## src/bnsh_cfg.svh

```systemverilog
// Constants for the bus node SPI host port
`ifndef BNSH_CFG_SVH
`define BNSH_CFG_SVH
`define BNSH_CLK_MHZ 100
`define BNSH_REQ_NS 1000
`define BNSH_REQ_CYC ((`BNSH_REQ_NS * `BNSH_CLK_MHZ + 999) / 1000)
`define BNSH_EOM_BITS 10
`define BNSH_BIT_NS 8000
`define BNSH_BYTE_BITS 8
`define BNSH_CNT_W 20
`define BNSH_MSG_DEPTH 16
`endif

```

## src/bnsh_pkg.sv

```systemverilog
// Types for the bus node SPI host port
package bnsh_pkg;
    typedef enum logic [6:0] {
        BNSH_IDLE = 7'h01,
        BNSH_WAIT = 7'h02,
        BNSH_REQ = 7'h04,
        BNSH_XFER = 7'h08,
        BNSH_CHECK = 7'h10,
        BNSH_EOM = 7'h20,
        BNSH_RESYNC = 7'h40
    } bnsh_state_t;
    typedef enum logic [1:0] {
        BNSH_OK = 2'h0,
        BNSH_LOST = 2'h1,
        BNSH_COLL = 2'h2,
        BNSH_WRITE_COLLISION_FLAG = 2'h3
    } bnsh_result_t;
endpackage

```

## src/bnsh_host.sv

```systemverilog
// Host-side slave SPI controller for the bus node
`timescale 1ns/1ps
`default_nettype none
`include "bnsh_cfg.svh"
module bnsh_host #(
    parameter int CLK_MHZ = `BNSH_CLK_MHZ,
    parameter int BIT_NS = `BNSH_BIT_NS,
    parameter int EOM_BITS = `BNSH_EOM_BITS,
    parameter int DEPTH = `BNSH_MSG_DEPTH,
    parameter int AW = 4
) (
    // Clock and reset
    input wire logic clk,
    input wire logic rst_n,
    input wire logic ce,
    // Device pins
    input wire logic sckPin,
    input wire logic nodeTxPin,
    output logic nodeRxPin,
    input wire logic ctrlIn,
    output logic ctrlOut,
    output logic ctrlOe,
    input wire logic idleNPin,
    output logic modeSel,
    output logic chipSelN,
    // Message load
    input wire logic loadEn,
    input wire logic [AW-1:0] loadAddr,
    input wire logic [7:0] loadData,
    // Send command
    input wire logic sendStart,
    input wire logic [AW-1:0] sendLen,
    output logic sendBusy,
    output logic sendDone,
    output bnsh_pkg::bnsh_result_t sendResult,
    // Received bytes
    output logic rxValid,
    output logic [7:0] rxData,
    output logic rxFirst,
    // Framing resync request
    input wire logic resync
);
    import bnsh_pkg::*;

    localparam int REQ_CYC = (`BNSH_REQ_NS * CLK_MHZ + 999) / 1000;
    localparam int BIT_CYC = BIT_NS * CLK_MHZ / 1000;
    localparam int EOM_CYC = EOM_BITS * BIT_CYC;

    // Synchronisers for device pins
    logic [1:0] sckSync_reg, txSync_reg, ctrlSync_reg, idleSync_reg;
    logic sckPrev_reg;
    // Slave shift state
    logic [7:0] shift_reg, shift_next;
    logic [2:0] bitCnt_reg;
    logic armed_reg;
    // Controller state
    bnsh_state_t state_reg, state_next;
    logic [`BNSH_CNT_W-1:0] cnt_reg;
    logic [AW-1:0] idx_reg;
    logic [AW-1:0] len_reg;
    logic [7:0] sent_reg;
    logic idlePrev_reg;
    logic [7:0] memData;
    logic [AW-1:0] memAddr;

    // Bit reversal, used for both directions
    function automatic logic [7:0] rev8(input logic [7:0] v);
        for (int i = 0; i < 8; i++)
            rev8[i] = v[7-i];
    endfunction

    // Decoded pin events
    wire sckS = sckSync_reg[1];
    wire sckRise = sckS && !sckPrev_reg;
    wire sckFall = !sckS && sckPrev_reg;
    wire ctrlS = ctrlSync_reg[1];
    wire idleS = idleSync_reg[1];
    wire idleFall = idlePrev_reg && !idleS;
    wire byteDone = sckFall && (bitCnt_reg == 3'h7);
    wire inXfer = (state_reg == BNSH_REQ) || (state_reg == BNSH_XFER);
    wire cntDone = (cnt_reg == '0);
    wire lastByte = (idx_reg == len_reg - 1'b1);

    // Fixed mode selection, SPI kept applied always
    assign modeSel = 1'b1;
    assign chipSelN = 1'b0;
    // Open-drain handshake, pulled low only for a request
    assign ctrlOut = 1'b0;
    assign ctrlOe = (state_reg == BNSH_REQ);
    assign sendBusy = (state_reg != BNSH_IDLE);
    // Next byte is fetched during the transfer, the read port is registered
    assign memAddr = (state_reg == BNSH_XFER) ? idx_reg + 1'b1 : idx_reg;

    // Outgoing bytes held in a small memory
    bnsh_msg_mem #(.DEPTH(DEPTH), .AW(AW)) bnsh_msg_mem_inst (
        .clk(clk),
        .ce(ce),
        .wrEn(loadEn),
        .wrAddr(loadAddr),
        .wrData(loadData),
        .rdAddr(memAddr),
        .rdData(memData)
    );

    // Two flops on every device pin
    always_ff @(posedge clk)
    begin
        if (!rst_n)
        begin
            sckSync_reg <= 2'h0;
            txSync_reg <= 2'h3;
            ctrlSync_reg <= 2'h3;
            idleSync_reg <= 2'h0;
            sckPrev_reg <= 1'b0;
            idlePrev_reg <= 1'b0;
        end
        else if (ce)
        begin
            sckSync_reg <= {sckSync_reg[0], sckPin};
            txSync_reg <= {txSync_reg[0], nodeTxPin};
            ctrlSync_reg <= {ctrlSync_reg[0], ctrlIn};
            idleSync_reg <= {idleSync_reg[0], idleNPin};
            sckPrev_reg <= sckS;
            idlePrev_reg <= idleS;
        end
    end

    // Slave shifter: clock idles low, sample on leading edge
    always_comb
    begin
        shift_next = shift_reg;
        if (sckRise)
            shift_next = {shift_reg[6:0], txSync_reg[1]};
    end

    // Slave port, selected while handshake is low
    always_ff @(posedge clk)
    begin
        if (!rst_n || resync)
        begin
            // Disable and reinit after framing error
            shift_reg <= 8'h00;
            bitCnt_reg <= 3'h0;
            nodeRxPin <= 1'b1;
            rxValid <= 1'b0;
            rxData <= 8'h00;
            armed_reg <= 1'b0;
        end
        else if (ce)
        begin
            rxValid <= 1'b0;
            if (state_reg == BNSH_REQ && !armed_reg)
            begin
                // Preload reversed byte in the first cycle of the request, with the handshake already low
                shift_reg <= rev8(sent_reg);
                nodeRxPin <= sent_reg[0];
                armed_reg <= 1'b1;
            end
            // Handshake rises with the last fall, so that fall must still count
            else if (!ctrlS || byteDone)
            begin
                shift_reg <= shift_next;
                if (sckFall)
                begin
                    // Next bit out while clock low
                    bitCnt_reg <= bitCnt_reg + 3'h1;
                    nodeRxPin <= shift_reg[7];
                end
                if (byteDone)
                begin
                    // Bytes arrive LSB first, reverse back
                    rxData <= rev8(shift_reg);
                    rxValid <= 1'b1;
                    armed_reg <= 1'b0;
                end
            end
        end
    end

    // First byte after idle is an identifier
    always_ff @(posedge clk)
    begin
        if (!rst_n)
            rxFirst <= 1'b1;
        else if (ce)
        begin
            if (idleFall)
                rxFirst <= 1'b1;
            else if (rxValid)
                rxFirst <= 1'b0;
        end
    end

    // Send sequence next state
    always_comb
    begin
        state_next = state_reg;
        case (state_reg)
            BNSH_IDLE:
                if (sendStart && sendLen != '0)
                    state_next = BNSH_WAIT;
            BNSH_WAIT:
                if (!idleS && ctrlS)
                    state_next = BNSH_REQ;
            BNSH_REQ:
                if (cntDone)
                    state_next = BNSH_XFER;
            BNSH_XFER:
                if (rxValid)
                    state_next = BNSH_CHECK;
            BNSH_CHECK:
                if (rxData != sent_reg)
                    state_next = BNSH_IDLE;
                else if (lastByte)
                    state_next = BNSH_EOM;
                else
                    state_next = BNSH_REQ;
            BNSH_EOM:
                if (cntDone)
                    state_next = BNSH_IDLE;
            default:
                state_next = BNSH_IDLE;
        endcase
    end

    // Controller registers
    always_ff @(posedge clk)
    begin
        if (!rst_n)
        begin
            state_reg <= BNSH_IDLE;
            cnt_reg <= '0;
            idx_reg <= '0;
            len_reg <= '0;
            sent_reg <= 8'h00;
            sendDone <= 1'b0;
            sendResult <= BNSH_OK;
        end
        else if (ce)
        begin
            state_reg <= state_next;
            sendDone <= 1'b0;
            if (cnt_reg != '0)
                cnt_reg <= cnt_reg - 1'b1;
            case (state_reg)
                BNSH_IDLE:
                begin
                    idx_reg <= '0;
                    len_reg <= sendLen;
                end
                BNSH_WAIT:
                begin
                    // Loaded before the handshake drops
                    sent_reg <= memData;
                    cnt_reg <= `BNSH_CNT_W'(REQ_CYC);
                end
                BNSH_XFER:
                    // Clock arrived before our request was seen
                    if (sckRise && !armed_reg)
                        sendResult <= BNSH_WRITE_COLLISION_FLAG;
                BNSH_CHECK:
                begin
                    sendResult <= BNSH_OK;
                    if (rxData != sent_reg)
                    begin
                        // First byte lost arbitration, else collision
                        sendResult <= (idx_reg == '0) ? BNSH_LOST : BNSH_COLL;
                        sendDone <= 1'b1;
                    end
                    else if (lastByte)
                        cnt_reg <= `BNSH_CNT_W'(EOM_CYC);
                    else
                    begin
                        idx_reg <= idx_reg + 1'b1;
                        sent_reg <= memData;
                        cnt_reg <= `BNSH_CNT_W'(REQ_CYC);
                    end
                end
                BNSH_EOM:
                    if (cntDone)
                        sendDone <= 1'b1;
                default:
                    ;
            endcase
        end
    end
endmodule
`default_nettype wire

```

## src/bnsh_msg_mem.sv

```systemverilog
// Small message memory for outgoing bytes
`timescale 1ns/1ps
`default_nettype none
module bnsh_msg_mem #(
    parameter int DEPTH = 16,
    parameter int AW = 4
) (
    // Clock
    input wire logic clk,
    input wire logic ce,
    // Write side
    input wire logic wrEn,
    input wire logic [AW-1:0] wrAddr,
    input wire logic [7:0] wrData,
    // Read side
    input wire logic [AW-1:0] rdAddr,
    output logic [7:0] rdData
);
    logic [7:0] mem [DEPTH];
    // Registered write and read
    always_ff @(posedge clk)
    begin
        if (ce)
        begin
            if (wrEn)
                mem[wrAddr] <= wrData;
            rdData <= mem[rdAddr];
        end
    end
endmodule
`default_nettype wire

```

## config.mk

```make
export PLATFORM = sky130hd
export DESIGN_NAME = bnsh_host
export DESIGN_NICKNAME = d
export VERILOG_FILES = /design/src/bnsh_pkg.sv /design/src/bnsh_host.sv /design/src/bnsh_msg_mem.sv
export VERILOG_INCLUDE_DIRS = /design/src /design/src/src
export SDC_FILE = /design/constraint.sdc
export NUM_CORES = 1
export LEC_CHECK = 0
export BUFFER_PORTS_ARGS = -buffer_cell sky130_fd_sc_hd__buf_2
export CORE_MARGIN = 5
export CORE_UTILIZATION = 40
export DETAILED_ROUTE_END_ITERATION = 7
export SLEW_MARGIN = 15
export SYNTH_ARGS = -nofsm -noshare
export SYNTH_HDL_FRONTEND = slang
export SYNTH_SLANG_ARGS = --single-unit
export TNS_END_PERCENT = 5
```

## constraint.sdc

```tcl
create_clock -name clk -period 9 [get_ports clk]
set_input_delay 1.8 -clock clk [delete_from_list [all_inputs] [get_ports clk]]
set_output_delay 1.8 -clock clk [all_outputs]
set_load 0.02 [all_outputs]
```

==> results of run 1 <==
[kinds of logic (layout without fill, tap and decap cells)]
group           after synthesis  count (layout)
fa+ha+maj                     7               7
buf+inv                      68             107
xor+xnor                     25              25
other cells                   2               3
flops                       214             214
mux                          68              68
simple gates                275             275
compound gates              199             199
[power by group through the flow]
stage / Sequential [W] / Combinational, W / Clock, W
2_1_floorplan: 0.00116 / 0.000321 / 0
3_3_place_gp: 0.00117 / 0.000395 / 0
3_5_place_dp: 0.00117 / 0.000400 / 0
4_1_cts: 0.00115 / 0.000404 / 0.00107
5_1_grt: 0.00116 / 0.000456 / 0.00111
6_report: 0.00115 / 0.000401 / 0.00105
[metal layers]
metal	up-vias	track usage, %	share of wire, %
met4	0	4.058	1.9
li1	3364	-	-
met2	197	26.43	47
met1	3471	23.03	46
met5	-	0	0
met3	40	2.686	5.3
[synth_stat cells, drive strengths merged, types with 9 or more instances]
cell and count:
a221oi 47, nand4 9, dfxtp 78, a21oi 28, nand3 23, nand2b 11, inv 14, a211oi 23
o211ai 10, nor2 91, mux2i 56, clkbuf 35, nand2 57, xnor2 18, edfxtp 136, nor3 16
o21ai 21, buf 18, mux4 12, nor3b 10, and3 20
[placed cells by master (no fill, tap or decap), types with 12 or more instances in the layout]
cell	synthesis	routed
nand3_1	23	23
nand2_1	56	56
mux2i_1	56	56
a21oi_1	28	27
nor3_1	13	12
o21ai_0	17	17
buf_2	5	41
and3_1	20	20
a221oi_1	47	47
a211oi_1	15	15
clkbuf_16	0	25
mux4_2	12	12
xnor2_1	18	18
nor2_1	88	88
dfxtp_1	78	78
edfxtp_1	136	136
inv_1	14	14
[through the flow]
stage | hold slack [ps] | power, W | utilization, % | setup WS (ps) | std cells
3_5_place_dp | 453.1 | 0.001575 | 41.95 | 4819 | 1184
2_1_floorplan | 440.8 | 0.001479 | - | 5464 | 859
4_1_cts | 465.6 | 0.002629 | 45.40 | 4751 | 1228
6_report | 466.9 | 0.002608 | 45.45 | 4786 | 1228
5_1_grt | 480.7 | 0.002727 | 45.45 | 4669 | 1228
3_3_place_gp | 451.6 | 0.001568 | 41.95 | 4892 | 1184
[layout make-up]
type                            count  area (um^2)
Fill cell                        2320        13660
Sequential cell                   214         5645
Multi-Input combinational cell    577         4138
Clock buffer                       31        678.2
Tap cell                          330        412.9
Timing Repair Buffer               48        257.7
Clock inverter                     13        185.2
Inverter                           15        61.31
[worst max-delay path, delay by kind of cell, from the launching register on]
kind / cells / cell delay [ps]
buffers and inverters: 2 / 380
flip-flops: 1 / 380
AND/OR/NAND/NOR: 2 / 1140
[path summary, 6_finish.rpt]
| kind | startpoint | to | slack, ps | cells past startpoint |
|---|---|---|---|---|
| max | state_reg[2]$_SDFFE_PN0P_ | sendBusy | 4790 | 4 |
| min | nodeRxPin$_SDFFE_PP1P_ | nodeRxPin$_SDFFE_PP1P_ | 470 | 1 |
| max reg2reg | idx_reg[0]$_SDFFE_PN0P_ | bnsh_msg_mem_inst.rdData[2]$_DFFE_PP_ | 5220 | 9 |
| min reg2reg | nodeRxPin$_SDFFE_PP1P_ | nodeRxPin$_SDFFE_PP1P_ | 470 | 1 |
==> run summary, run 1 <==
Vias in the first global route - 6699
Skew final - 25.14 ps
Worst-Margin Slew - 1098 ps
Clk pwr share - 40.4%
1st-iter DRT viols - 574
Die width - 168.9 um
Synth area leaders - edfxtp_1 40%, dfxtp_1 15%, mux2i_1 5.6%
Synth Register Bits - 214
Synth Area in Compound Gates - 15.42%
Remaining routing DRC violations - 0
Clk_lat worst skew - 540 ps
Psw - 0.0006962 W
Number of nets in the final layout - 914
Netlist cell types - 79
Critical path class - flop to output port
Syn_area_per_cell - 11.77 um^2
Yosys Warn Count - 0
Final setup vio count - 0
Worst vdd ir - 0.0001665 V
Initial antenna violation count - 0
Fmax - 237.3 MHz
Post-Route WL - 23.83 mm
Area of the mapped netlist - 10090 um^2
Peak per-stage delay on the critical path - 590 ps
CP max FO - 6
# clock sinks - 214
Largest family of logic cells by synthesized area - compound AO/OA/AOI/OAI gates
GPL Wtd Cong - 0.8017
Relative slew slack - 26.26%
Largest register FFs - 128
# Max-Cap Violations - 0
DR vias - 7072
H-tree level count - 1
Cell taking the most area after synthesis - edfxtp_1
Initial Utilization - 40.32%
Fin area - 11380 um^2
HPWL after detailed placement - 15.92 mm
Comb power frac - 15.4%
CTS Hold Bufs - 0
Worst path arrival time - 2410 ps
Fin. Hold Viols - 0
Seq pwr share - 44.3%
Fin crit share - 46.82%
Synth async-reset ratio - 0%
Post-route ant nets - 0
Net Sw Frac - 26.70%
Setup total negative slack - 0 ps
Total track usage - 16.32%
Per-cell routed wire length - 19.40 um
Clock buffer depth - 3
Syn Inst Count - 858
Share of layout cells above drive strength 1 - 14.48%
Worst Path Required - 7200 ps
Leak pwr - 3.958 nW
Status - finished, final reports clean
I/O pin cnt - 45
CTS Buf Count - 25
Max-slew violation count - 0
Antenna diodes - 0
Clk root buf - clkbuf_16
Crit-path slowest cell - nor3b_1
Post-cts sizing count - 0
Largest net degree at the start of global routing - 50
Hold crit path type - flop to flop
Synth Area in Simple Gates - 14.03%
Clock slew at reported path FFs - 60 ps
Input/output buffers - 41
Worst-path cell chain - or4_1 -> nor3b_1 -> inv_1 -> buf_2
PD cells - 229.2 nW/um^2
Primary FF master, synth - edfxtp_1
Worst setup SP type - flop
Top-area cell type share of the netlist area - 40.46%
Die height - 168.9 um
Area of the die - 28510 um^2
Fraction of the mapped netlist area in adder cells - 0.8676%
RSZ-0062 raised after global routing - false
TritonCTS clock tree - yes
Placed Area - 10500 um^2
Setup Fix Bufs, Post-CTS - 0
P&R area growth vs syn - 12.72%
Min cycle time layout - 4214 ps
Core Box Area - 25040 um^2
Vias/cell - 5.759
Drt pass-1 iters - 5
Post-synthesis sequential area ratio - 55.92%
Post-synth EDFFs - 136
Row Count - 58
CP Capture Type - output port
Post-Synth XOR/XNOR Area - 2.169%
Total gr overflow - 0
Mux cell area share after synthesis - 8.230%
First-pass GRT wire length - 37.52 mm
Int Pwr - 0.001912 W
No activity file was read; power rests on OpenSTA's default activity.
==> run 2: changes to the inputs <==
ABC_AREA = 1   (was default)
clock period = 4.3 ns   (was 9 ns; I/O delays follow)
==> run 2 against run 1 <==
Setup slack lost 3000 ps. Sequential share of layout area fell by 0.40 points. Clock-buffer cell count is 4 lower. Non-clock buffer count shrank 2. Sequential power increased by 130%. Wire length grew 3.5%. Global-route usage up 0.72 points. Via count grew 11%. Power increased to 2.8 times the previous value. Critical endpoint is now ctrlOe.
==> run summary, run 2 <==
Area of the mapped netlist - 10280 um^2 (was 10090 um^2)
Input/output buffers - 41 (unchanged)
Die width - 170.3 um (was 168.9 um)
Initial Utilization - 40.72% (was 40.32%)
R2r startpoint - idx_reg[0]$_SDFFE_PN0P_ (unchanged)
Post-route ant nets - 0 (unchanged)
Share of layout cells above drive strength 1 - 9.557% (was 14.48%)
Critical path class - flop to output port (unchanged)
CTS Buf Count - 23 (was 25)
Remaining routing DRC violations - 0 (unchanged)
CP max FO - 6 (unchanged)
HPWL after detailed placement - 16.52 mm (was 15.92 mm)
Yosys Warn Count - 0 (unchanged)
Placed Area - 10710 um^2 (was 10500 um^2)
Fmax - 393.1 MHz
Vias in the first global route - 7371 (was 6699)
Area of the die - 29020 um^2 (was 28510 um^2)
Reg2Reg Capture Point - bnsh_msg_mem_inst.rdData[7]$_DFFE_PP_ (was bnsh_msg_mem_inst.rdData[2]$_DFFE_PP_)
Syn_area_per_cell - 8.293 um^2 (was 11.77 um^2)
Status - finished, final reports clean (unchanged)
Clk_lat worst skew - 530 ps (was 540 ps)
Vias/cell - 4.849 (was 5.759)
Worst Reg-to-Reg Cells - 8 (was 9)
Synth async-reset ratio - 0% (unchanged)
Clock buffer depth - 3 (unchanged)
Worst path arrival time - 1680 ps (was 2410 ps)
Antenna diodes - 0 (unchanged)
Worst setup endpoint - ctrlOe (was sendBusy)
Primary FF master, synth - edfxtp_1 (unchanged)
TritonCTS clock tree - yes (unchanged)
Syn Inst Count - 1240 (was 858)
Post-cts sizing count - 0 (unchanged)
Core Box Area - 25250 um^2 (was 25040 um^2)
# clock sinks - 214 (unchanged)
Skew final - 17.33 ps (was 25.14 ps)
Leak pwr - 5.071 nW (was 3.958 nW)
Reg2reg setup slack - 1830 ps (was 5220 ps)
Final setup vio count - 0 (unchanged)
# Max-Cap Violations - 0 (unchanged)
Total track usage - 17.04% (was 16.32%)
Top-count cell post-synth - nand2_1 (was edfxtp_1)
P&R area growth vs syn - 11.55% (was 12.72%)
Post-synth EDFFs - 136 (unchanged)
Worst Path Required - 3440 ps (was 7200 ps)
Initial antenna violation count - 0 (unchanged)
Relative slew slack - 31.31% (was 26.26%)
Final core utilization - 45.42% (was 45.45%)
Netlist cell types - 46 (was 79)
Setup Fix Bufs, Post-CTS - 0 (unchanged)
Min cycle time layout - 2544 ps
Setup total negative slack - 0 ps (unchanged)
Max-slew violation count - 0 (unchanged)
Synth area leaders - edfxtp_1 40%, dfxtp_1 15%, nand2_1 13% (was edfxtp_1 40%, dfxtp_1 15%, mux2i_1 5.6%)
Most frequent cells in the layout - 349 x nand2_1, 189 x inv_1, 138 x nand3_1 (was 136 x edfxtp_1, 88 x nor2_1, 78 x dfxtp_1)
Final hold slack - 461.8 ps (was 466.9 ps)
Drt pass-1 iters - 5 (unchanged)
Die height - 170.3 um (was 168.9 um)
Row Count - 58 (unchanged)
Worst setup SP type - flop (unchanged)
Per-cell routed wire length - 15.25 um (was 19.40 um)
Fin crit share - 59.16%
Largest net degree at the start of global routing - 65 (was 50)
1st-iter DRT viols - 505 (was 574)
Fin area - 11470 um^2 (was 11380 um^2)
Worst vdd ir - 0.0003552 V (was 0.0001665 V)
Largest register FFs - 128 (unchanged)
Most common cell after layout, fill and taps aside - nand2_1 (was edfxtp_1)
CP Capture Type - output port (unchanged)
Synth Register Bits - 214 (unchanged)
Cell taking the most area after synthesis - edfxtp_1 (unchanged)
Post-synthesis sequential area ratio - 54.90% (was 55.92%)
Clock slew at reported path FFs - 60 ps (about the same)
Post-Route WL - 24.67 mm (was 23.83 mm)
Clk root buf - clkbuf_16 (unchanged)
RSZ-0062 raised after global routing - false (unchanged)
Synth cell count leaders - 349 x nand2_1, 189 x inv_1, 138 x nand3_1 (was 136 x edfxtp_1, 88 x nor2_1, 78 x dfxtp_1)
PD cells - 637.6 nW/um^2 (was 229.2 nW/um^2)
Worst Setup SP - state_reg[4]$_SDFFE_PN0P_ (was state_reg[2]$_SDFFE_PN0P_)
Total gr overflow - 0 (unchanged)
Worst-Margin Slew - 1026 ps (was 1098 ps)
Top-area cell type share of the netlist area - 39.71% (was 40.46%)
Hold crit path type - flop to flop (unchanged)
Fin. Hold Viols - 0 (unchanged)
Number of nets in the final layout - 1304 (was 914)
CTS Hold Bufs - 0 (unchanged)
First-pass GRT wire length - 39.69 mm (was 37.52 mm)
H-tree level count - 1 (unchanged)
DR vias - 7841 (was 7072)
GPL Wtd Cong - 0.8502 (was 0.8017)
I/O pin cnt - 45 (unchanged)
[run 2: cell type report]
class | instances | area [um^2]
Inverter | 198 | 747.0
Multi-Input combinational cell | 788 | 3661
Fill cell | 2475 | 13780
Clock buffer | 27 | 631.9
Tap cell | 330 | 412.9
Sequential cell | 214 | 5645
Clock inverter | 14 | 130.1
Timing Repair Buffer | 46 | 242.7
[run 2: where the power goes]
part | internal (W) | switching, W
clock | 0.00117 | 0.000811
sequential | 0.00243 | 0.000199
combinational | 0.000882 | 0.00182
total | 0.00448 | 0.00283
[run 2: per-layer routing]
| layer | share of wire [%] | global-route usage, % | vias up | routed length (um) |
|---|---|---|---|---|
| li1 | - | - | 4028 | - |
| met1 | 47 | 23.92 | 3584 | 11630 |
| met2 | 46 | 27.82 | 185 | 11270 |
| met3 | 4.7 | 2.532 | 44 | 1154 |
| met4 | 2.5 | 4.444 | 0 | 606 |
| met5 | 0 | 0 | - | 0 |
[run 2: cell families (layout without fill, tap and decap cells)]
| kind of cell | after synthesis | after routing | synth area share (%) |
|---|---|---|---|
| xor+xnor | 8 | 8 | 0.6814 |
| buf+inv | 239 | 285 | 9.539 |
| flops | 214 | 214 | 54.90 |
| simple gates | 675 | 675 | 28.86 |
| fa+ha+maj | 7 | 7 | 0.8516 |
| other cells | 2 | 3 | 0.07303 |
| compound gates | 95 | 95 | 5.098 |
[run 2: worst min path at each step]
| stage | start | end | cells after the start |
|---|---|---|---|
| 3_3_place_gp | ctrlSync_reg[0]$_SDFFE_PN1P_ | ctrlSync_reg[0]$_SDFFE_PN1P_ | 2 |
| 6_report | bitCnt_reg[0]$_SDFFE_PP0P_ | bitCnt_reg[0]$_SDFFE_PP0P_ | 1 |
| 3_5_place_dp | txSync_reg[0]$_SDFFE_PN1P_ | txSync_reg[0]$_SDFFE_PN1P_ | 2 |
| 4_1_cts | bitCnt_reg[0]$_SDFFE_PP0P_ | bitCnt_reg[0]$_SDFFE_PP0P_ | 1 |
| 2_1_floorplan | bitCnt_reg[0]$_SDFFE_PP0P_ | bitCnt_reg[0]$_SDFFE_PP0P_ | 1 |
| 5_1_grt | txSync_reg[1]$_SDFFE_PN1P_ | txSync_reg[1]$_SDFFE_PN1P_ | 2 |
[run 2: per-stage QoR]
step,instances,power [W],setup slack (ps)
final,1617,0.007314,1756
after global routing,1617,0.007848,1573
after CTS,1617,0.007348,1733
after detailed placement,1576,0.005348,1809
after global placement,1576,0.005333,1837
after floorplan,1241,0.004748,2121
[run 2: critical path, cell delays in order (launching register included)]
cell     delay, ps
dfxtp_1        370
nor2_4         240
nand4_4        210
inv_1          150
buf_2          190
==> run 3: changes to the inputs <==
clock period = 2.3 ns   (was 4.3 ns; I/O delays follow)
==> run 3 against run 2 <==
Clock-buffer cell count rose by 1. Global-route usage rose by 0.58 points. Final cell count rose by 2.1%. Combinational power rose by 96%. Power rose by 88%. Critical path type unchanged. Highest routed layer unchanged.
==> run summary, run 3 (same netlist as run 2, synthesis figures left out) <==
Per-cell routed wire length - 15.17 um (was 15.25 um)
CTS Buf Count - 23 (unchanged)
Share of layout cells above drive strength 1 - 11.96% (was 9.557%)
TritonCTS clock tree - yes (unchanged)
P&R area growth vs syn - 14.10% (was 11.55%)
1st-iter DRT viols - 448 (was 505)
HPWL after detailed placement - 17.36 mm (was 16.52 mm)
Post-route ant nets - 0 (unchanged)
Worst path arrival time - 1740 ps (was 1680 ps)
Largest net degree at the start of global routing - 35 (was 65)
Crit-path slowest cell - dfxtp_1 (unchanged)
GPL Wtd Cong - 0.8818 (was 0.8502)
Most frequent cells in the layout - 349 x nand2_1, 189 x inv_1, 138 x nand3_1 (unchanged)
Remaining routing DRC violations - 0 (unchanged)
Seq pwr share - 35.6% (was 35.9%)
Hold Crit Depth - 3 (was 1)
Reg2reg setup slack - 140 ps (was 1830 ps)
Worst-path cell chain - nor2_4 -> nand4_4 -> inv_1 -> buf_2 (unchanged)
Min cycle time layout - 2202 ps
Vias/cell - 4.858 (was 4.849)
Relative slew slack - 67.51% (was 31.31%)
CP max FO - 6 (unchanged)
Fin. Hold Viols - 0 (unchanged)
Largest register FFs - 128 (unchanged)
Drt pass-1 iters - 5 (unchanged)
Clk pwr share - 25.7% (was 27.1%)
CP Capture Type - output port (unchanged)
Clock buffer depth - 3 (unchanged)
Die width - 170.3 um (unchanged)
H-tree level count - 1 (unchanged)
Row Count - 58 (unchanged)
Status - finished, final reports clean (unchanged)
Worst Reg-to-Reg Cells - 9 (was 8)
Antenna diodes - 0 (unchanged)
Core Box Area - 25250 um^2 (unchanged)
First-pass GRT wire length - 41.17 mm (was 39.69 mm)
Total track usage - 17.62% (was 17.04%)
CP top delay family - simple AND/OR/NAND/NOR gates (unchanged)
Fmax - 454.1 MHz
Psw - 0.005339 W (was 0.002833 W)
Initial antenna violation count - 0 (unchanged)
Initial Utilization - 40.72% (unchanged)
Placed Cells - 1610 (was 1576)
Net Sw Frac - 38.77% (was 38.74%)
I/O pin cnt - 45 (unchanged)
Final setup vio count - 0 (unchanged)
Fin crit share - 95.74%
DR vias - 8020 (was 7841)
Total gr overflow - 0 (unchanged)
Critical path class - flop to output port (unchanged)
CTS Hold Bufs - 0 (unchanged)
Worst-Margin Slew - 481.1 ps (was 1026 ps)
Most common cell after layout, fill and taps aside - nand2_1 (unchanged)
Int Pwr - 0.008431 W (was 0.004481 W)
Post-cts sizing count - 0 (unchanged)
Leak pwr - 5.252 nW (was 5.071 nW)
Setup total negative slack - 0 ps (unchanged)
Min-delay src - nodeTxPin (was bitCnt_reg[0]$_SDFFE_PP0P_)
Worst setup SP type - flop (unchanged)
Number of nets in the final layout - 1338 (was 1304)
Post-Route WL - 25.04 mm (was 24.67 mm)
# Max-Cap Violations - 0 (unchanged)
Comb power frac - 38.6% (was 37.0%)
Clock slew at reported path FFs - 60 ps (about the same)
Area of the die - 29020 um^2 (unchanged)
Worst Path Required - 1840 ps (was 3440 ps)
Setup Fix Bufs, Post-CTS - 0 (unchanged)
Clk root buf - clkbuf_16 (unchanged)
Max-slew violation count - 0 (unchanged)
Input/output buffers - 41 (unchanged)
Clk_lat worst skew - 520 ps (was 530 ps)
Skew final - 13.60 ps (was 17.33 ps)
WHS Endpoint - txSync_reg[0]$_SDFFE_PN1P_ (was bitCnt_reg[0]$_SDFFE_PP0P_)
PD cells - 1174 nW/um^2 (was 637.6 nW/um^2)
Hold crit path type - input port to flop (was flop to flop)
RSZ-0062 raised after global routing - false (unchanged)
Peak per-stage delay on the critical path - 360 ps (was 370 ps)
Final Non-Filler Cells - 1651 (was 1617)
Die height - 170.3 um (unchanged)
Reg2Reg Capture Point - bnsh_msg_mem_inst.rdData[6]$_DFFE_PP_ (was bnsh_msg_mem_inst.rdData[7]$_DFFE_PP_)
Worst vdd ir - 0.0006997 V (was 0.0003552 V)
R2r startpoint - state_reg[0]$_SDFFE_PN1P_ (was idx_reg[0]$_SDFFE_PN0P_)
Vias in the first global route - 7662 (was 7371)
Worst Path Buf+Inv - 2 (unchanged)
# clock sinks - 214 (unchanged)
-- run 3: cell types whose count changed in the layout (fill, tap and decap cells not counted), moves of 2 or more --
| cell | previous run | this run |
|---|---|---|
| clkinv_1 | 7 | 4 |
| buf_12 | 0 | 4 |
| clkinv_2 | 5 | 8 |
| clkbuf_1 | 1 | 3 |
| buf_4 | 5 | 35 |
| inv_6 | 0 | 2 |
-- run 3: power by group through the flow --
stage / registers (W) / clock network (W) / logic, W
after floorplan: 0.00488 / 0 / 0.00400
after global placement: 0.00498 / 0 / 0.00526
after detailed placement: 0.00499 / 0 / 0.00528
after CTS: 0.00491 / 0.00363 / 0.00533
after global routing: 0.00497 / 0.00379 / 0.00608
final: 0.00491 / 0.00354 / 0.00532
-- run 3: per-stage QoR --
| step | power, W | worst slack, ps | instance area (um^2) | hold WS (ps) | util [%] |
|---|---|---|---|---|---|
| 3_3_place_gp | 0.01024 | 190.9 | 11010 | 441.2 | 43.61 |
| 5_1_grt | 0.01484 | 8.961 | 11730 | 178.6 | 46.46 |
| 6_report | 0.01377 | 98.04 | 11730 | 169.9 | 46.46 |
| 3_5_place_dp | 0.01027 | 155.0 | 11010 | 451.0 | 43.61 |
| 2_1_floorplan | 0.008876 | 521.0 | 10290 | 428.9 | - |
| 4_1_cts | 0.01387 | 70.69 | 11730 | 154.0 | 46.46 |
-- run 3: worst max-delay path by stage --
stage                                                       end                      start  slack [ps]  cells after the start
final                                                    ctrlOe  state_reg[0]$_SDFFE_PN1P_         100                      4
after global routing      bnsh_msg_mem_inst.rdData[0]$_DFFE_PP_  state_reg[0]$_SDFFE_PN1P_           9                      9
after CTS                                                ctrlOe  state_reg[0]$_SDFFE_PN1P_          70                      4
after detailed placement  bnsh_msg_mem_inst.rdData[6]$_DFFE_PP_  state_reg[0]$_SDFFE_PN1P_         150                      9
after global placement    bnsh_msg_mem_inst.rdData[0]$_DFFE_PP_  state_reg[3]$_SDFFE_PN0P_         190                     10
after floorplan           bnsh_msg_mem_inst.mem[4][0]$_DFFE_PP_                         ce         520                      5
-- run 3: layer usage --
layer	part of all wire [%]	wire length, um	global-route usage [%]
met5	0	0	0
met3	5.7	1435	2.485
met1	46	11480	24.59
met4	2.4	607	4.618
met2	46	11520	29.01
-- run 3: layout make-up --
| class | instances | area, um^2 |
|---|---|---|
| inverters | 198 | 747.0 |
| clock inverters | 13 | 93.84 |
| clock buffers | 28 | 625.6 |
| multi-input cells | 788 | 3661 |
| well taps | 330 | 412.9 |
| fillers | 2479 | 13520 |
| repair buffers | 80 | 548.0 |
| flip-flops and latches | 214 | 5645 |
-- run 3: tightest hold or removal path, stage by stage --
cell and delay (ps):
buf_2 70, nand2_1 40, nand3_1 60
